--- config.mk ---
export PLATFORM = sky130hd
export DESIGN_NAME = bac_device_flat
export DESIGN_NICKNAME = d
export VERILOG_FILES = /design/src/bac_pkg.sv /design/src/bac_link_if.sv /design/src/bac_device.sv /design/src/flat_wrapper.sv
export SDC_FILE = /design/constraint.sdc
export NUM_CORES = 1
export LEC_CHECK = 0
export BUFFER_PORTS_ARGS = -buffer_cell sky130_fd_sc_hd__buf_4
export CAP_MARGIN = 0
export CORE_MARGIN = 4
export CORE_UTILIZATION = 60
export CTS_CLUSTER_DIAMETER = 40
export DETAILED_ROUTE_END_ITERATION = 10
export HOLD_SLACK_MARGIN = 0.02
export PLACE_DENSITY = 0.93
export SYNTH_ARGS = -nofsm -noshare
export SYNTH_HDL_FRONTEND = slang
export SYNTH_SLANG_ARGS = --single-unit
--- constraint.sdc ---
create_clock -name i_mclk -period 3.5 [get_ports i_mclk]
set_clock_uncertainty 0.2 [all_clocks]
set_input_delay 0.7 -clock i_mclk [delete_from_list [all_inputs] [get_ports i_mclk]]
set_output_delay 0.7 -clock i_mclk [all_outputs]
set_load 0.05 [all_outputs]
--- src/bac_pkg.sv ---
// Package: frame layout, register fields, reset values and timing for the converter link
package bac_pkg;
  // ****************************************************************
  // Frame layout
  // ****************************************************************
  localparam int FRAME_BITS = 16;
  localparam int WRITE_POS = 15;
  localparam int SEL1_POS = 14;
  localparam int SEL2_POS = 13;
  localparam int TRACK_EDGE = 15;
  localparam int RANGE_LOAD_EDGE = 11;
  localparam int CTRL_LOAD_EDGE = 15;
  localparam int RESULT_BITS = 12;
  // ****************************************************************
  // Control word fields (positions within the 16-bit input frame)
  // ****************************************************************
  localparam int CHAN_POS = 10;
  localparam int PM_HI_POS = 7;
  localparam int PM_LO_POS = 6;
  localparam int CODING_POS = 5;
  localparam int REF_POS = 4;
  localparam int RANGE_HI_POS = 12;
  // Range field codes
  localparam logic [1:0] RANGE_10V = 2'h0;
  localparam logic [1:0] RANGE_5V = 2'h1;
  localparam logic [1:0] RANGE_2V5 = 2'h2;
  localparam logic [1:0] RANGE_UNI10 = 2'h3;
  localparam logic [3:0] RANGE_RESET = 4'h0;
  localparam logic [1:0] PM_NORMAL = 2'h0;
  localparam logic [1:0] PM_STANDBY = 2'h1;
  localparam logic [1:0] PM_AUTO_SD = 2'h2;
  localparam logic [1:0] PM_FULL_SD = 2'h3;
  localparam logic REF_RESET = 1'b0;
  localparam logic CODING_RESET = 1'b0;
  // ****************************************************************
  // Timing
  // ****************************************************************
  localparam int CLK_MHZ = 200;
  localparam int STANDBY_WAKE_US = 1;
  localparam int STANDBY_WAKE_CYC = STANDBY_WAKE_US * CLK_MHZ;
  localparam int QUIET_NS = 50;
  localparam int QUIET_CYC = (QUIET_NS * CLK_MHZ + 999) / 1000;
  localparam int WAKEUP_US = 1;
  localparam int WAKEUP_CYC = WAKEUP_US * CLK_MHZ;
  localparam int SCLK_HALF_CYC = 8;
endpackage : bac_pkg

--- src/bac_link_if.sv ---
// Interface: serial link between host controller and converter
interface bac_link_if;
  logic sclk;
  logic cs_n;
  logic din;
  logic dout_o;
  logic dout_oe;
  logic dout;
  // Resolved wire level: pulled high while floating
  assign dout = dout_oe ? dout_o : 1'b1;
  modport device (input sclk, input cs_n, input din, output dout_o, output dout_oe);
  modport host (output sclk, output cs_n, output din, input dout);
endinterface : bac_link_if

--- src/bac_device.sv ---
// Converter end: frame decode, registers, power modes and result shifting
// Functional notes
// - Four-bit write-only range register, two per channel
// - Write and select high mean range write
// - Range codes: 10V, 5V, 2.5V, unipolar 10V
// - Ranges reset to plus/minus ten volts
// - Stored range applied when channel converts
// - Reference bit resets 0, external reference
// - Host discards results after reference enable; bac_host passes every result to rx
// - Normal mode default, stays powered up
// - CS fall starts conversion; writes need flag
// - Host waits quiet interval between conversions
// - Full shutdown holds; exit at CS rise
// - Host waits wakeup interval after shutdown
// - Auto shutdown after conversion, track on CS
// - Auto standby keeps reference, wake 1 us
// - Host may use dummy frame at 20MHz
// - CS fall: hold, sample, drive output
// - Track at 15th fall, float at 16th
// - Early CS rise aborts and floats output
// - Input captured on falling SCLK, 3-bit decode
// - Control loads edge 15, range edge 11
// - Output: two zeros, channel, sign, result
// - Coding bit: 0 twos complement, 1 binary
// - Channel address bit selects next input
//
// Register access over Avalon-MM and the placing of the registers were left to the implementer.
module bac_device
  import bac_pkg::*;
#(
  parameter int RES_W = 13
)(
  // Clock and reset
  input wire logic i_mclk,
  input wire logic i_rst_n,
  // Link
  bac_link_if.device link,
  // Analog side model: sampled signed value per channel
  input wire logic [RES_W-1:0] i_sample0,
  input wire logic [RES_W-1:0] i_sample1,
  // Status
  output logic [3:0] o_range,
  output logic [1:0] o_active_range,
  output logic o_ref_internal,
  output logic o_coding_binary,
  output logic [1:0] o_power_mode,
  output logic o_powered,
  output logic o_tracking,
  output logic o_frame_done
);
  // ****************************************************************
  // Pin synchronisers
  // ****************************************************************
  logic [1:0] sclk_s;
  logic [1:0] cs_s;
  logic [1:0] din_s;
  logic sclk_d;
  logic cs_d;
  // Second stage only feeds logic; first stage stays private
  always_ff @(posedge i_mclk or negedge i_rst_n)
  begin
    if (!i_rst_n)
    begin
      // Idle levels of the pins, so release of reset shows no edge
      sclk_s <= 2'h3;
      cs_s <= 2'h3;
      din_s <= 2'h0;
      sclk_d <= 1'b1;
      cs_d <= 1'b1;
    end
    else
    begin
      sclk_s <= {sclk_s[0], link.sclk};
      cs_s <= {cs_s[0], link.cs_n};
      din_s <= {din_s[0], link.din};
      sclk_d <= sclk_s[1];
      cs_d <= cs_s[1];
    end
  end
  logic sclk_fall;
  logic cs_fall;
  logic cs_rise;
  assign sclk_fall = sclk_d & ~sclk_s[1];
  assign cs_fall = cs_d & ~cs_s[1];
  assign cs_rise = ~cs_d & cs_s[1];
  // ****************************************************************
  // Frame state
  // ****************************************************************
  logic active;
  logic [4:0] edge_cnt;
  logic [FRAME_BITS-1:0] in_sr;
  logic [FRAME_BITS-1:0] out_sr;
  logic [FRAME_BITS-1:0] next_in;
  logic [4:0] next_cnt;
  assign next_in = {in_sr[FRAME_BITS-2:0], din_s[1]};
  assign next_cnt = edge_cnt + 5'h1;
  // Decoded from the first three frame bits
  logic is_write;
  logic is_range;
  assign is_write = next_in[4'(RANGE_LOAD_EDGE-1)] == 1'b1;
  assign is_range = next_in[RANGE_LOAD_EDGE-2] & next_in[RANGE_LOAD_EDGE-3];
  // Control and range registers
  logic [3:0] range_reg;
  logic chan_addr;
  logic [1:0] pm;
  logic coding;
  logic ref_int;
  logic conv_chan;
  logic powered;
  logic wake_pending;
  // Frame sequencing: CS fall starts, 16 falls end, CS rise aborts
  always_ff @(posedge i_mclk or negedge i_rst_n)
  begin
    if (!i_rst_n)
    begin
      active <= 1'b0;
      edge_cnt <= 5'h0;
      in_sr <= '0;
      o_tracking <= 1'b1;
      o_frame_done <= 1'b0;
    end
    else
    begin
      o_frame_done <= 1'b0;
      if (cs_fall)
      begin
        active <= 1'b1;
        edge_cnt <= 5'h0;
        o_tracking <= 1'b0;
      end
      else if (cs_rise && active)
      begin
        active <= 1'b0;
        o_tracking <= 1'b1;
      end
      else if (active && sclk_fall)
      begin
        in_sr <= next_in;
        edge_cnt <= next_cnt;
        if (next_cnt == 5'(TRACK_EDGE))
          o_tracking <= 1'b1;
        if (next_cnt == 5'(FRAME_BITS))
        begin
          active <= 1'b0;
          o_frame_done <= 1'b1;
        end
      end
    end
  end
  // Range register: loaded on the 11th falling edge
  always_ff @(posedge i_mclk or negedge i_rst_n)
  begin
    if (!i_rst_n)
      range_reg <= RANGE_RESET;
    else if (active && sclk_fall && next_cnt == 5'(RANGE_LOAD_EDGE) && is_write && is_range)
      // Field lies four bits above the newest bit at the 11th fall
      range_reg <= next_in[RANGE_HI_POS-(FRAME_BITS-RANGE_LOAD_EDGE) -: 4];
  end
  // Control bits: loaded on the 15th falling edge
  logic [FRAME_BITS-1:0] ctrl_word;
  assign ctrl_word = {next_in[FRAME_BITS-2:0], 1'b0};
  always_ff @(posedge i_mclk or negedge i_rst_n)
  begin
    if (!i_rst_n)
    begin
      chan_addr <= 1'b0;
      pm <= PM_NORMAL;
      coding <= CODING_RESET;
      ref_int <= REF_RESET;
    end
    else if (active && sclk_fall && next_cnt == 5'(CTRL_LOAD_EDGE) && in_sr[13] && !in_sr[12]
             && in_sr[11] == 1'b0)
    begin
      chan_addr <= ctrl_word[CHAN_POS];
      pm <= {ctrl_word[PM_HI_POS], ctrl_word[PM_LO_POS]};
      coding <= ctrl_word[CODING_POS];
      ref_int <= ctrl_word[REF_POS];
    end
  end
  // Power state: full shutdown holds until a CS rise after a normal write
  logic [7:0] wake_cnt;
  always_ff @(posedge i_mclk or negedge i_rst_n)
  begin
    if (!i_rst_n)
    begin
      powered <= 1'b1;
      wake_pending <= 1'b0;
      wake_cnt <= 8'h0;
    end
    else
    begin
      if (o_frame_done && pm != PM_NORMAL)
        powered <= 1'b0;
      else if (cs_rise && pm == PM_NORMAL && !powered)
        powered <= 1'b1;
      else if (cs_fall && pm != PM_FULL_SD && !powered)
        wake_pending <= 1'b1;
      if (wake_pending)
      begin
        wake_cnt <= wake_cnt + 8'h1;
        if (wake_cnt == 8'(STANDBY_WAKE_CYC - 1))
        begin
          powered <= 1'b1;
          wake_pending <= 1'b0;
          wake_cnt <= 8'h0;
        end
      end
    end
  end
  // Result coding and output shifter
  logic [RES_W-1:0] raw;
  assign raw = chan_addr ? i_sample1 : i_sample0;
  always_ff @(posedge i_mclk or negedge i_rst_n)
  begin
    if (!i_rst_n)
    begin
      out_sr <= '0;
      conv_chan <= 1'b0;
      link.dout_oe <= 1'b0;
      link.dout_o <= 1'b0;
    end
    else if (cs_fall)
    begin
      conv_chan <= chan_addr;
      // Straight binary inverts the sign bit of the two's complement value
      // First leading zero goes out at once, so the shifter holds the rest
      out_sr <= {1'b0, chan_addr, coding ? {~raw[RES_W-1], raw[RES_W-2:0]} : raw, 1'b0};
      link.dout_oe <= 1'b1;
      link.dout_o <= 1'b0;
    end
    else if (cs_rise)
      link.dout_oe <= 1'b0;
    else if (active && sclk_fall)
    begin
      link.dout_o <= out_sr[FRAME_BITS-1];
      out_sr <= {out_sr[FRAME_BITS-2:0], 1'b0};
      if (next_cnt == 5'(FRAME_BITS))
        link.dout_oe <= 1'b0;
    end
  end
  // Status
  assign o_range = range_reg;
  assign o_active_range = conv_chan ? range_reg[1:0] : range_reg[3:2];
  assign o_ref_internal = ref_int;
  assign o_coding_binary = coding;
  assign o_power_mode = pm;
  assign o_powered = powered;
endmodule : bac_device

--- src/flat_wrapper.sv ---
// flat-port wrapper written by rule: the top's interface ports become plain ports
module bac_device_flat import bac_pkg::*;
#(
  parameter int RES_W = 13
)
  (i_mclk, i_rst_n, i_sample0, i_sample1, o_range, o_active_range, o_ref_internal, o_coding_binary, o_power_mode, o_powered, o_tracking, o_frame_done, link_sclk, link_cs_n, link_din, link_dout_o, link_dout_oe);
  bac_link_if link_i ();
  input wire logic i_mclk;
  input wire logic i_rst_n;
  input wire logic [RES_W-1:0] i_sample0;
  input wire logic [RES_W-1:0] i_sample1;
  output logic [3:0] o_range;
  output logic [1:0] o_active_range;
  output logic o_ref_internal;
  output logic o_coding_binary;
  output logic [1:0] o_power_mode;
  output logic o_powered;
  output logic o_tracking;
  output logic o_frame_done;
  input wire logic [$bits(link_i.sclk)-1:0] link_sclk;
  input wire logic [$bits(link_i.cs_n)-1:0] link_cs_n;
  input wire logic [$bits(link_i.din)-1:0] link_din;
  output wire logic [$bits(link_i.dout_o)-1:0] link_dout_o;
  output wire logic [$bits(link_i.dout_oe)-1:0] link_dout_oe;
  assign link_i.sclk = link_sclk;
  assign link_i.cs_n = link_cs_n;
  assign link_i.din = link_din;
  assign link_dout_o = link_i.dout_o;
  assign link_dout_oe = link_i.dout_oe;
  bac_device #(.RES_W(RES_W)) u_core (.i_mclk(i_mclk), .i_rst_n(i_rst_n), .link(link_i), .i_sample0(i_sample0), .i_sample1(i_sample1), .o_range(o_range), .o_active_range(o_active_range), .o_ref_internal(o_ref_internal), .o_coding_binary(o_coding_binary), .o_power_mode(o_power_mode), .o_powered(o_powered), .o_tracking(o_tracking), .o_frame_done(o_frame_done));
endmodule
==> results of run 1 <==
layout make-up:
class                      count  area share [%]
sequential                    62            46.9
multi-input combinational    179            36.3
timing repair buffer          39            8.79
clock buffer                  12            4.36
tap                           52            1.95
clock inverter                 4            1.43
inverter                       2           0.225
flip-flops by register name, summed over array words and instances (netlist names), 2 cells and up:
register and flops:
u_core.edge_cnt 5, u_core.in_sr 14, u_core.out_sr 15, u_core.sclk_s 2
u_core.cs_s 2, u_core.wake_cnt 8, u_core.din_s 2, u_core.o_power_mode 2
worst max-delay path by stage:
stage	slack, ps	cells past startpoint	from	end
2_1_floorplan	1510	6	u_core.cs_s[1]	u_core.in_sr[0]
3_3_place_gp	1420	3	u_core.cs_s[1]	u_core.in_sr[0]
3_5_place_dp	1360	3	u_core.cs_s[1]	u_core.in_sr[2]
4_1_cts	1360	3	u_core.cs_s[1]	u_core.in_sr[2]
5_1_grt	1200	3	u_core.cs_d	u_core.out_sr[5]
6_report	1340	3	u_core.cs_s[1]	u_core.in_sr[2]
logic make-up (layout without fill, tap and decap cells):
| logic type | Yosys count | after routing | share of synthesized area, % |
|---|---|---|---|
| AOI/OAI and AO/OA | 41 | 41 | 9.37 |
| and+or+nand+nor | 89 | 89 | 16.4 |
| buffers and inverters | 20 | 57 | 4.10 |
| muxes | 24 | 24 | 9.24 |
| adders and majority gates | 7 | 7 | 2.70 |
| other | 1 | 6 | 0.131 |
| DFF | 62 | 62 | 54.4 |
| xor gates and xnor gates | 12 | 12 | 3.66 |
metrics by stage:
stage	hold slack, ps	instances	power (mW)	utilization (%)
5_1_grt	159	350	1.87	73.9
6_report	157	350	1.78	73.9
3_5_place_dp	142	334	1.17	69.6
2_1_floorplan	131	261	1.08	-
3_3_place_gp	145	334	1.15	69.6
4_1_cts	157	350	1.79	73.9
power by group:
group / switching, mW / leakage (nW) / internal [mW]
sequential: 0.0952 / 0.773 / 0.823
combinational: 0.127 / 0.647 / 0.118
clock: 0.269 / 0.0964 / 0.346
layout by cell type, fill, tap and decap left out, types with 2 or more instances in the layout:
cell type                  Yosys  routed
sky130_fd_sc_hd__nand3_1       3       3
sky130_fd_sc_hd__mux2_2       20      20
sky130_fd_sc_hd__conb_1        1       6
sky130_fd_sc_hd__inv_1         2       2
sky130_fd_sc_hd__dfstp_2       8       8
sky130_fd_sc_hd__dfrtp_1      54      54
sky130_fd_sc_hd__o21ai_0       6       6
sky130_fd_sc_hd__clkbuf_8      0      10
sky130_fd_sc_hd__a21oi_1       5       5
sky130_fd_sc_hd__ha_1          3       3
sky130_fd_sc_hd__nand2b_1      4       4
sky130_fd_sc_hd__nor3_1        5       5
sky130_fd_sc_hd__nand2_1      39      39
sky130_fd_sc_hd__xor2_1        4       4
sky130_fd_sc_hd__clkbuf_1      5       2
sky130_fd_sc_hd__a31oi_1      13      13
sky130_fd_sc_hd__clkinv_2      0       2
sky130_fd_sc_hd__mux2i_1       4       4
sky130_fd_sc_hd__a211oi_1     12      12
sky130_fd_sc_hd__nor2_1       10      10
sky130_fd_sc_hd__a21boi_0      2       2
sky130_fd_sc_hd__nor2b_1      12      12
sky130_fd_sc_hd__xnor2_1       8       8
sky130_fd_sc_hd__maj3_1        4       4
sky130_fd_sc_hd__buf_4         8      39
sky130_fd_sc_hd__nand4_1       3       3
routing by layer:
metal  track usage [%]  share of wire, %  vias up
met3              5.27               4.2       10
li1                  -                 -      964
met1              25.2                41     1040
met4              9.96               1.7        0
met5                 0                 0        -
met2              36.2                53       51
worst reg2reg max path, cell delays in order, from the launching register on:
cell                      delay (ps)
sky130_fd_sc_hd__dfstp_2         630
sky130_fd_sc_hd__nor2b_1         190
sky130_fd_sc_hd__nor3_4          600
sky130_fd_sc_hd__mux2_2          420
==> results summary, run 1 <==
The relative slew slack came out at approximately two fifths. Counting I/O delays and the setup requirement, the final critical path takes between 2000 and 2500 ps. The standard cell core area came out at 4500 µm².

The clock root buffer is sky130_fd_sc_hd__clkbuf_8. The cell depth of the worst min-delay path came out at 0. On the worst path, the slowest cell contributes a delay of 630 ps. The area occupied by multi-input gates came out at 1210 µm². Traced cell by cell, the critical path runs through nor2b_1 -> nor3_4 -> mux2_2.

Ranked by instance count, the synthesized netlist is headed by sky130_fd_sc_hd__dfrtp_1 (54), sky130_fd_sc_hd__nand2_1 (39), sky130_fd_sc_hd__mux2_2 (20). The run finished with clean final reports. The number of detailed-routing iterations run before antenna repair is 4. The leakage power figure is 1.52 nW.

The floorplan step defined a die boundary enclosing between 5000 and 6000 µm². The residual antenna-violating net count after detailed routing is 0. The worst hold path begins at u_core.cs_s[0].

The achievable clock frequency came out at 464 MHz. The footprint of the flip-flops and latches came out at 1560 µm². Yosys attributes the largest share of cell area to sky130_fd_sc_hd__dfrtp_1 (47%), sky130_fd_sc_hd__mux2_2 (7.8%), sky130_fd_sc_hd__dfstp_2 (7.3%), sky130_fd_sc_hd__nand2_1 (5.1%), sky130_fd_sc_hd__a211oi_1 (3.1%).

The number of buffers inserted by hold repair at cts is 0. The tree built by TritonCTS fans out to 62 sinks. The x dimension of the die is a little under 80 µm. The total half-perimeter wirelength after legalization and detailed placement is between 3000 and 4000 µm. The number of antenna violations at the first check in global routing is 0.

Once the floorplan was initialized, standard cells occupied 63.7% of the core. The area growth from synthesis to layout is 16.0%. The worst register-to-register path ends at u_core.in_sr[2].

In this run the cell area of the synthesized design comes to approximately 2900 µm². The worst setup slack for register-to-register paths is roughly 1300 ps. The total overflow reported by the global router is 0. The final cycle utilization of the critical path is 61.6%. In this run the post-CTS setup repair buffer count came out at 0. On the critical path the largest part of the delay comes from simple AND/OR/NAND/NOR gates. The kind of start point of the critical path is a flop. The fraction of the yosys area taken by sequential cells came out at a little over half.

The vertical die dimension is about 77 µm. The element type at the critical path end is a flop. In the synthesized netlist the dominant register cell turns out to be sky130_fd_sc_hd__dfrtp_1. The clock transition at the registers of the reported paths is 60 ps. The number of nets in the finished design is ~330. The cell type with the highest aggregate area in the netlist is sky130_fd_sc_hd__dfrtp_1. Setup repair after global routing left no endpoint under its margin.

The kind of critical path is flop to flop. The synthesis-stage register bit count came out at 62. The library cell contributing the largest single delay on the critical path is sky130_fd_sc_hd__dfstp_2. Together, buffers and inverters on the worst path number 0. IR analysis of the VDD net gives a maximum drop of 0.355 mV. The post-CTS resize count is 0.

The routed via count came out at roughly 2100. The wire length of the first global-routing pass is 9670 µm. Data on the critical path arrives at its endpoint at around 2200 ps. Setup violations remaining at the end of the flow were counted as 0. In the post-synthesis netlist, the cell with the most instances is sky130_fd_sc_hd__dfrtp_1.

The number of buffers between clock root and the deepest sink came out at 2. The worst endpoint required time came out at 3520 ps. The path with the worst hold slack has its endpoint at u_core.cs_s[1]. The count of flip-flops with a built-in enable after synthesis is 0. For the worst flop-to-flop path, the logic depth is 3. The setup slack at placement is ~1400 ps.

For the pin with the worst max-slew slack, the measured transition is between 900 and 1000 ps. Dividing total power by cell area gives a power density of 534 nW/µm². The final routed wire length divided by cell count came out at 16.7 µm. After the first detailed-routing iteration, the DRC count stood at roughly 150. TritonCTS built the clock tree. Wires add up to roughly 6000 µm. The via count of the first global-routing pass came to around 2000. The CTS buffer count is 9.

The share of post-route cells with drive strength above 1 is ~30%. The placer congestion estimate is 0.834. The final worst-path setup slack is 1340 ps. The min-delay analysis places its worst path in the category flop to flop. The global router's overall resource usage came out at a little over a fifth. The number of top-level pins came out at 46. The reported max-cap violation count is 0. The final hold violation count is 0. The number of filler cells placed in the layout is a little under 300. The via density per instance came out at roughly 6.

The area fraction of the dominant cell type after synthesis is between 40% and 50%. The number of warnings reported in the yosys synthesis log came out at 0. The insertion delay to the later sink of the worst-skew pair is about 340 ps.

The repair_antennas step left the layout with diodes totalling 0. The clock tree synthesis step divided the H-tree into 3 levels. The number of input and output port buffers inserted is 39. The peak fanout along the critical path is 15. The startpoint of the lowest-slack register-to-register path is u_core.cs_s[1]. For this run, design rule violations remaining after detail routing come to 0. The setup TNS is 0 ps.

The number of standard cells after synthesis is ~260. The pin count of the biggest net entering global routing is 63. The post-layout instance area came out at 3330 µm². Of all flip-flops after synthesis, the portion carrying an async set or reset was 100%. After detailed placement, the total cell area comes to 3140 µm². The number of core rows is 24.

The max-slew violation count came out at 0. The average instance area after synthesis is around 11 µm². The number of distinct library cells after synthesis came out at 42.
Note: power is estimated with default switching activity, not from simulation.
==> inputs of run 2 (changes only) <==
--- a/config.mk
+++ b/config.mk
@@ -8,11 +8,11 @@
 export BUFFER_PORTS_ARGS = -buffer_cell sky130_fd_sc_hd__buf_4
 export CAP_MARGIN = 0
 export CORE_MARGIN = 4
-export CORE_UTILIZATION = 60
+export CORE_UTILIZATION = 50
 export CTS_CLUSTER_DIAMETER = 40
 export DETAILED_ROUTE_END_ITERATION = 10
 export HOLD_SLACK_MARGIN = 0.02
-export PLACE_DENSITY = 0.93
+export PLACE_DENSITY = 0.84
 export SYNTH_ARGS = -nofsm -noshare
 export SYNTH_HDL_FRONTEND = slang
 export SYNTH_SLANG_ARGS = --single-unit
==> constraint.sdc (replaced) <==
create_clock -name i_mclk -period 1.9 [get_ports i_mclk]
set_clock_uncertainty 0.2 [all_clocks]
set_input_delay 0.38 -clock i_mclk [delete_from_list [all_inputs] [get_ports i_mclk]]
set_output_delay 0.38 -clock i_mclk [all_outputs]
set_load 0.05 [all_outputs]
==> run 2 against run 1 <==
Effect of this change: global-route usage fell by 4.5 points; critical path depth increased by 3; setup slack worse by 1300 ps; clock power grew 87%; power is 87% higher; register-to-register slack got worse by 1300 ps; highest routed layer unchanged.
==> results summary, run 2 (same netlist as run 1, synthesis figures left out) <==
The flow ran to the end, and the final reports show no timing, DRC or antenna violations. Wires add up to approximately 5500 µm. For the final routed database, the setup TNS stands at 0 ps.

Final hold analysis gives a worst-case slack of between 100 and 150 ps. Entering global routing, the biggest net connects 38 pins. The register with the highest flop count is u_core.out_sr.

The clock transition at the registers of the reported paths came out at ~70 ps. The footprint of the flip-flops and latches came out at ~1600 µm². The total setup violations reported at the end of the flow came out at 0. Broken down by cell family, the worst path's largest delay share belongs to flip-flops. The count of clock tree sinks came out at between 60 and 70. The number of core rows came out at 27. Setup repair after global routing could not meet its margin everywhere. The flip-flop count of the largest register, all copies and words added is 15. The x dimension of the die came out at around 84 µm. The critical path in this run is classified as flop to flop.

The combinational share of power came out at 14.8%. Relative to the synthesized area, the layout overhead comes to 23.8%. The peak fanout along the critical path is 5. In this run, placement finished with an instance count of around 370.

In the layout the commonest cells are sky130_fd_sc_hd__dfrtp_1 (54), sky130_fd_sc_hd__buf_4 (48), sky130_fd_sc_hd__nand2_1 (38). The achievable clock frequency is 542 MHz. The number of detailed-routing iterations run before antenna repair is 4. For the finished layout, the period the worst path requires is 1850 ps. The clock passes through at most 2 buffers.

For this run, design rule violations remaining after detail routing come to 0. The number of antenna violations at the first check in global routing came out at 0. Global routing consumed, over all layers together, 16.7% of the routing resources. The via count of the first global-routing pass came to ~2100. The class of the tightest hold or removal check is input pin to flop.

The max-slew violation count was 0. The routed via count came out at slightly above 2000. The switching portion of total power is roughly 28%. The final antenna diode count is 0. The via density per instance is 5.28. The final cycle utilization of the critical path is a little over nine tenths. The area after detailed placement came out at 3290 µm². The reported max-cap violation count is 0.

The stage delay of the slowest cell on the critical path came out at 390 ps. STA classifies the critical path endpoint as a flop. The most common library cell in the layout ignoring fill and taps is sky130_fd_sc_hd__dfrtp_1. The arrival time of the worst setup path is ~1900 ps. The sequential fraction of design power is between 50 and 60%. Of the total power, the clock network draws 34.7%. The fraction of the core area covered by cells at the end of the flow came out at approximately 64%.

Across the VDD grid, the largest voltage drop is roughly 0.64 mV. The CTS buffer count came out at 9. The total overflow reported by the global router is 0. The share of post-route cells with drive strength above 1 is between 30% and 40%. The total half-perimeter wirelength after legalization and detailed placement came out at a little under 4000 µm. The area occupied by multi-input gates came out at between 1000 and 1500 µm².

The wire length of the first global-routing pass is about 9500 µm. The DRC marker count from the first detailed-route iteration is between 100 and 150. The final hold violation count came to 0. Clock tree synthesis selected as its root buffer the cell sky130_fd_sc_hd__clkbuf_8.

In the final design database the tool counted approximately 340 nets. STA classifies the critical path startpoint as a flop. The cell-internal power is ~2.4 mW. In the final layout, the registers with the most flip-flops are u_core.out_sr (15), u_core.in_sr (14), u_core.wake_cnt (8). The number of top-level pins is 46. The final routed wire length divided by cell count came out at ~14 µm. The insertion delay to the later sink of the worst-skew pair is ~340 ps.

The worst endpoint required time is ~1900 ps. The area enclosed by the die boundary came out at around 7000 µm². The filler cells instantiated in the layout total between 400 and 500. Walking the worst path, the cells encountered are ha_2 -> xor2_1 -> nand3b_1 -> nor4_4 -> buf_4 -> mux2_2. Once the floorplan was initialized, standard cells occupied between 50% and 60% of the core. The placer congestion estimate is between 0.8 and 0.9. During placement, the flow inserted port buffers numbering 39. The library cell contributing the largest single delay on the critical path is sky130_fd_sc_hd__dfrtp_1. The buffers plus inverters on the worst setup path is 1. In this run the power spent charging and discharging nets is around 910 µW. The analysis attributes to cell leakage a power of 1.62 nW.

The clock tree synthesis step divided the H-tree into 3 levels. The cell area power density is between 900 and 1000 nW/µm². The vertical die dimension is 83.8 µm.

The post-layout instance area came out at between 3000 and 4000 µm². The residual antenna-violating net count after detailed routing is 0. Excluding fillers, the count of instances in the completed layout stands at approximately 390.

TritonCTS built the clock tree. The standard cell core area is 5540 µm².
[run 2: per-stage QoR]
step / worst slack [ps] / total power, mW
floorplan: 10.6 / 1.99
global placement: 16.6 / 2.14
detailed placement: -27.3 / 2.18
CTS: 43.2 / 3.33
global route: -23.5 / 3.49
finish: 53.9 / 3.32
[run 2: timing repair]
action | 4_1_cts | 5_1_grt
endpoints found under the setup margin | 5 | 11
endpoints found under the hold margin | 26 | 0
pin swaps | 0 | 1
resized for setup | 0 | 4
buffers inserted | 1 | 0
hold buffers | 4 | 0
[run 2: area by class of cell]
type,count,share of cell area (%)
Clock buffer,11,3.98
Clock inverter,5,1.65
Inverter,2,0.211
Multi-Input combinational cell,179,34.4
Sequential cell,62,43.9
Tap cell,72,2.53
Timing Repair Buffer,56,13.3
[run 2: worst paths after layout]
check / slack, ps / endpoint / from / cells after the start
setup / recovery: 50 / u_core.o_ref_internal / u_core.edge_cnt[0] / 6
hold / removal: 140 / u_core.out_sr[1] / i_sample0[0] / 3
setup reg to reg: 50 / u_core.o_ref_internal / u_core.edge_cnt[0] / 6
hold reg to reg: 160 / u_core.cs_s[1] / u_core.cs_s[0] / 0
max in group asynchronous: 650 / u_core.sclk_s[0] / i_rst_n / 3
min in group asynchronous: 290 / u_core.out_sr[4] / i_rst_n / 2
[run 2: metal layers]
layer	global-route usage, %	wire length [µm]
met1	21.4	2360
met2	27.2	2820
met3	5.43	219
met4	4.82	54
met5	0	0
[run 2: worst reg2reg max path: stages, from the launching register on]
cell and delay (ps):
sky130_fd_sc_hd__dfrtp_1 390, sky130_fd_sc_hd__ha_2 200, sky130_fd_sc_hd__xor2_1 130, sky130_fd_sc_hd__nand3b_1 150, sky130_fd_sc_hd__nor4_4 150, sky130_fd_sc_hd__buf_4 180, sky130_fd_sc_hd__mux2_2 330
[run 2: power by group through the flow]
| stage | clock (mW) | combinational (mW) | sequential [mW] |
|---|---|---|---|
| final | 1.15 | 0.493 | 1.68 |
| after global routing | 1.23 | 0.551 | 1.70 |
| after CTS | 1.16 | 0.497 | 1.68 |
| after detailed placement | 0 | 0.487 | 1.70 |
| after global placement | 0 | 0.462 | 1.68 |
| after floorplan | 0 | 0.323 | 1.67 |
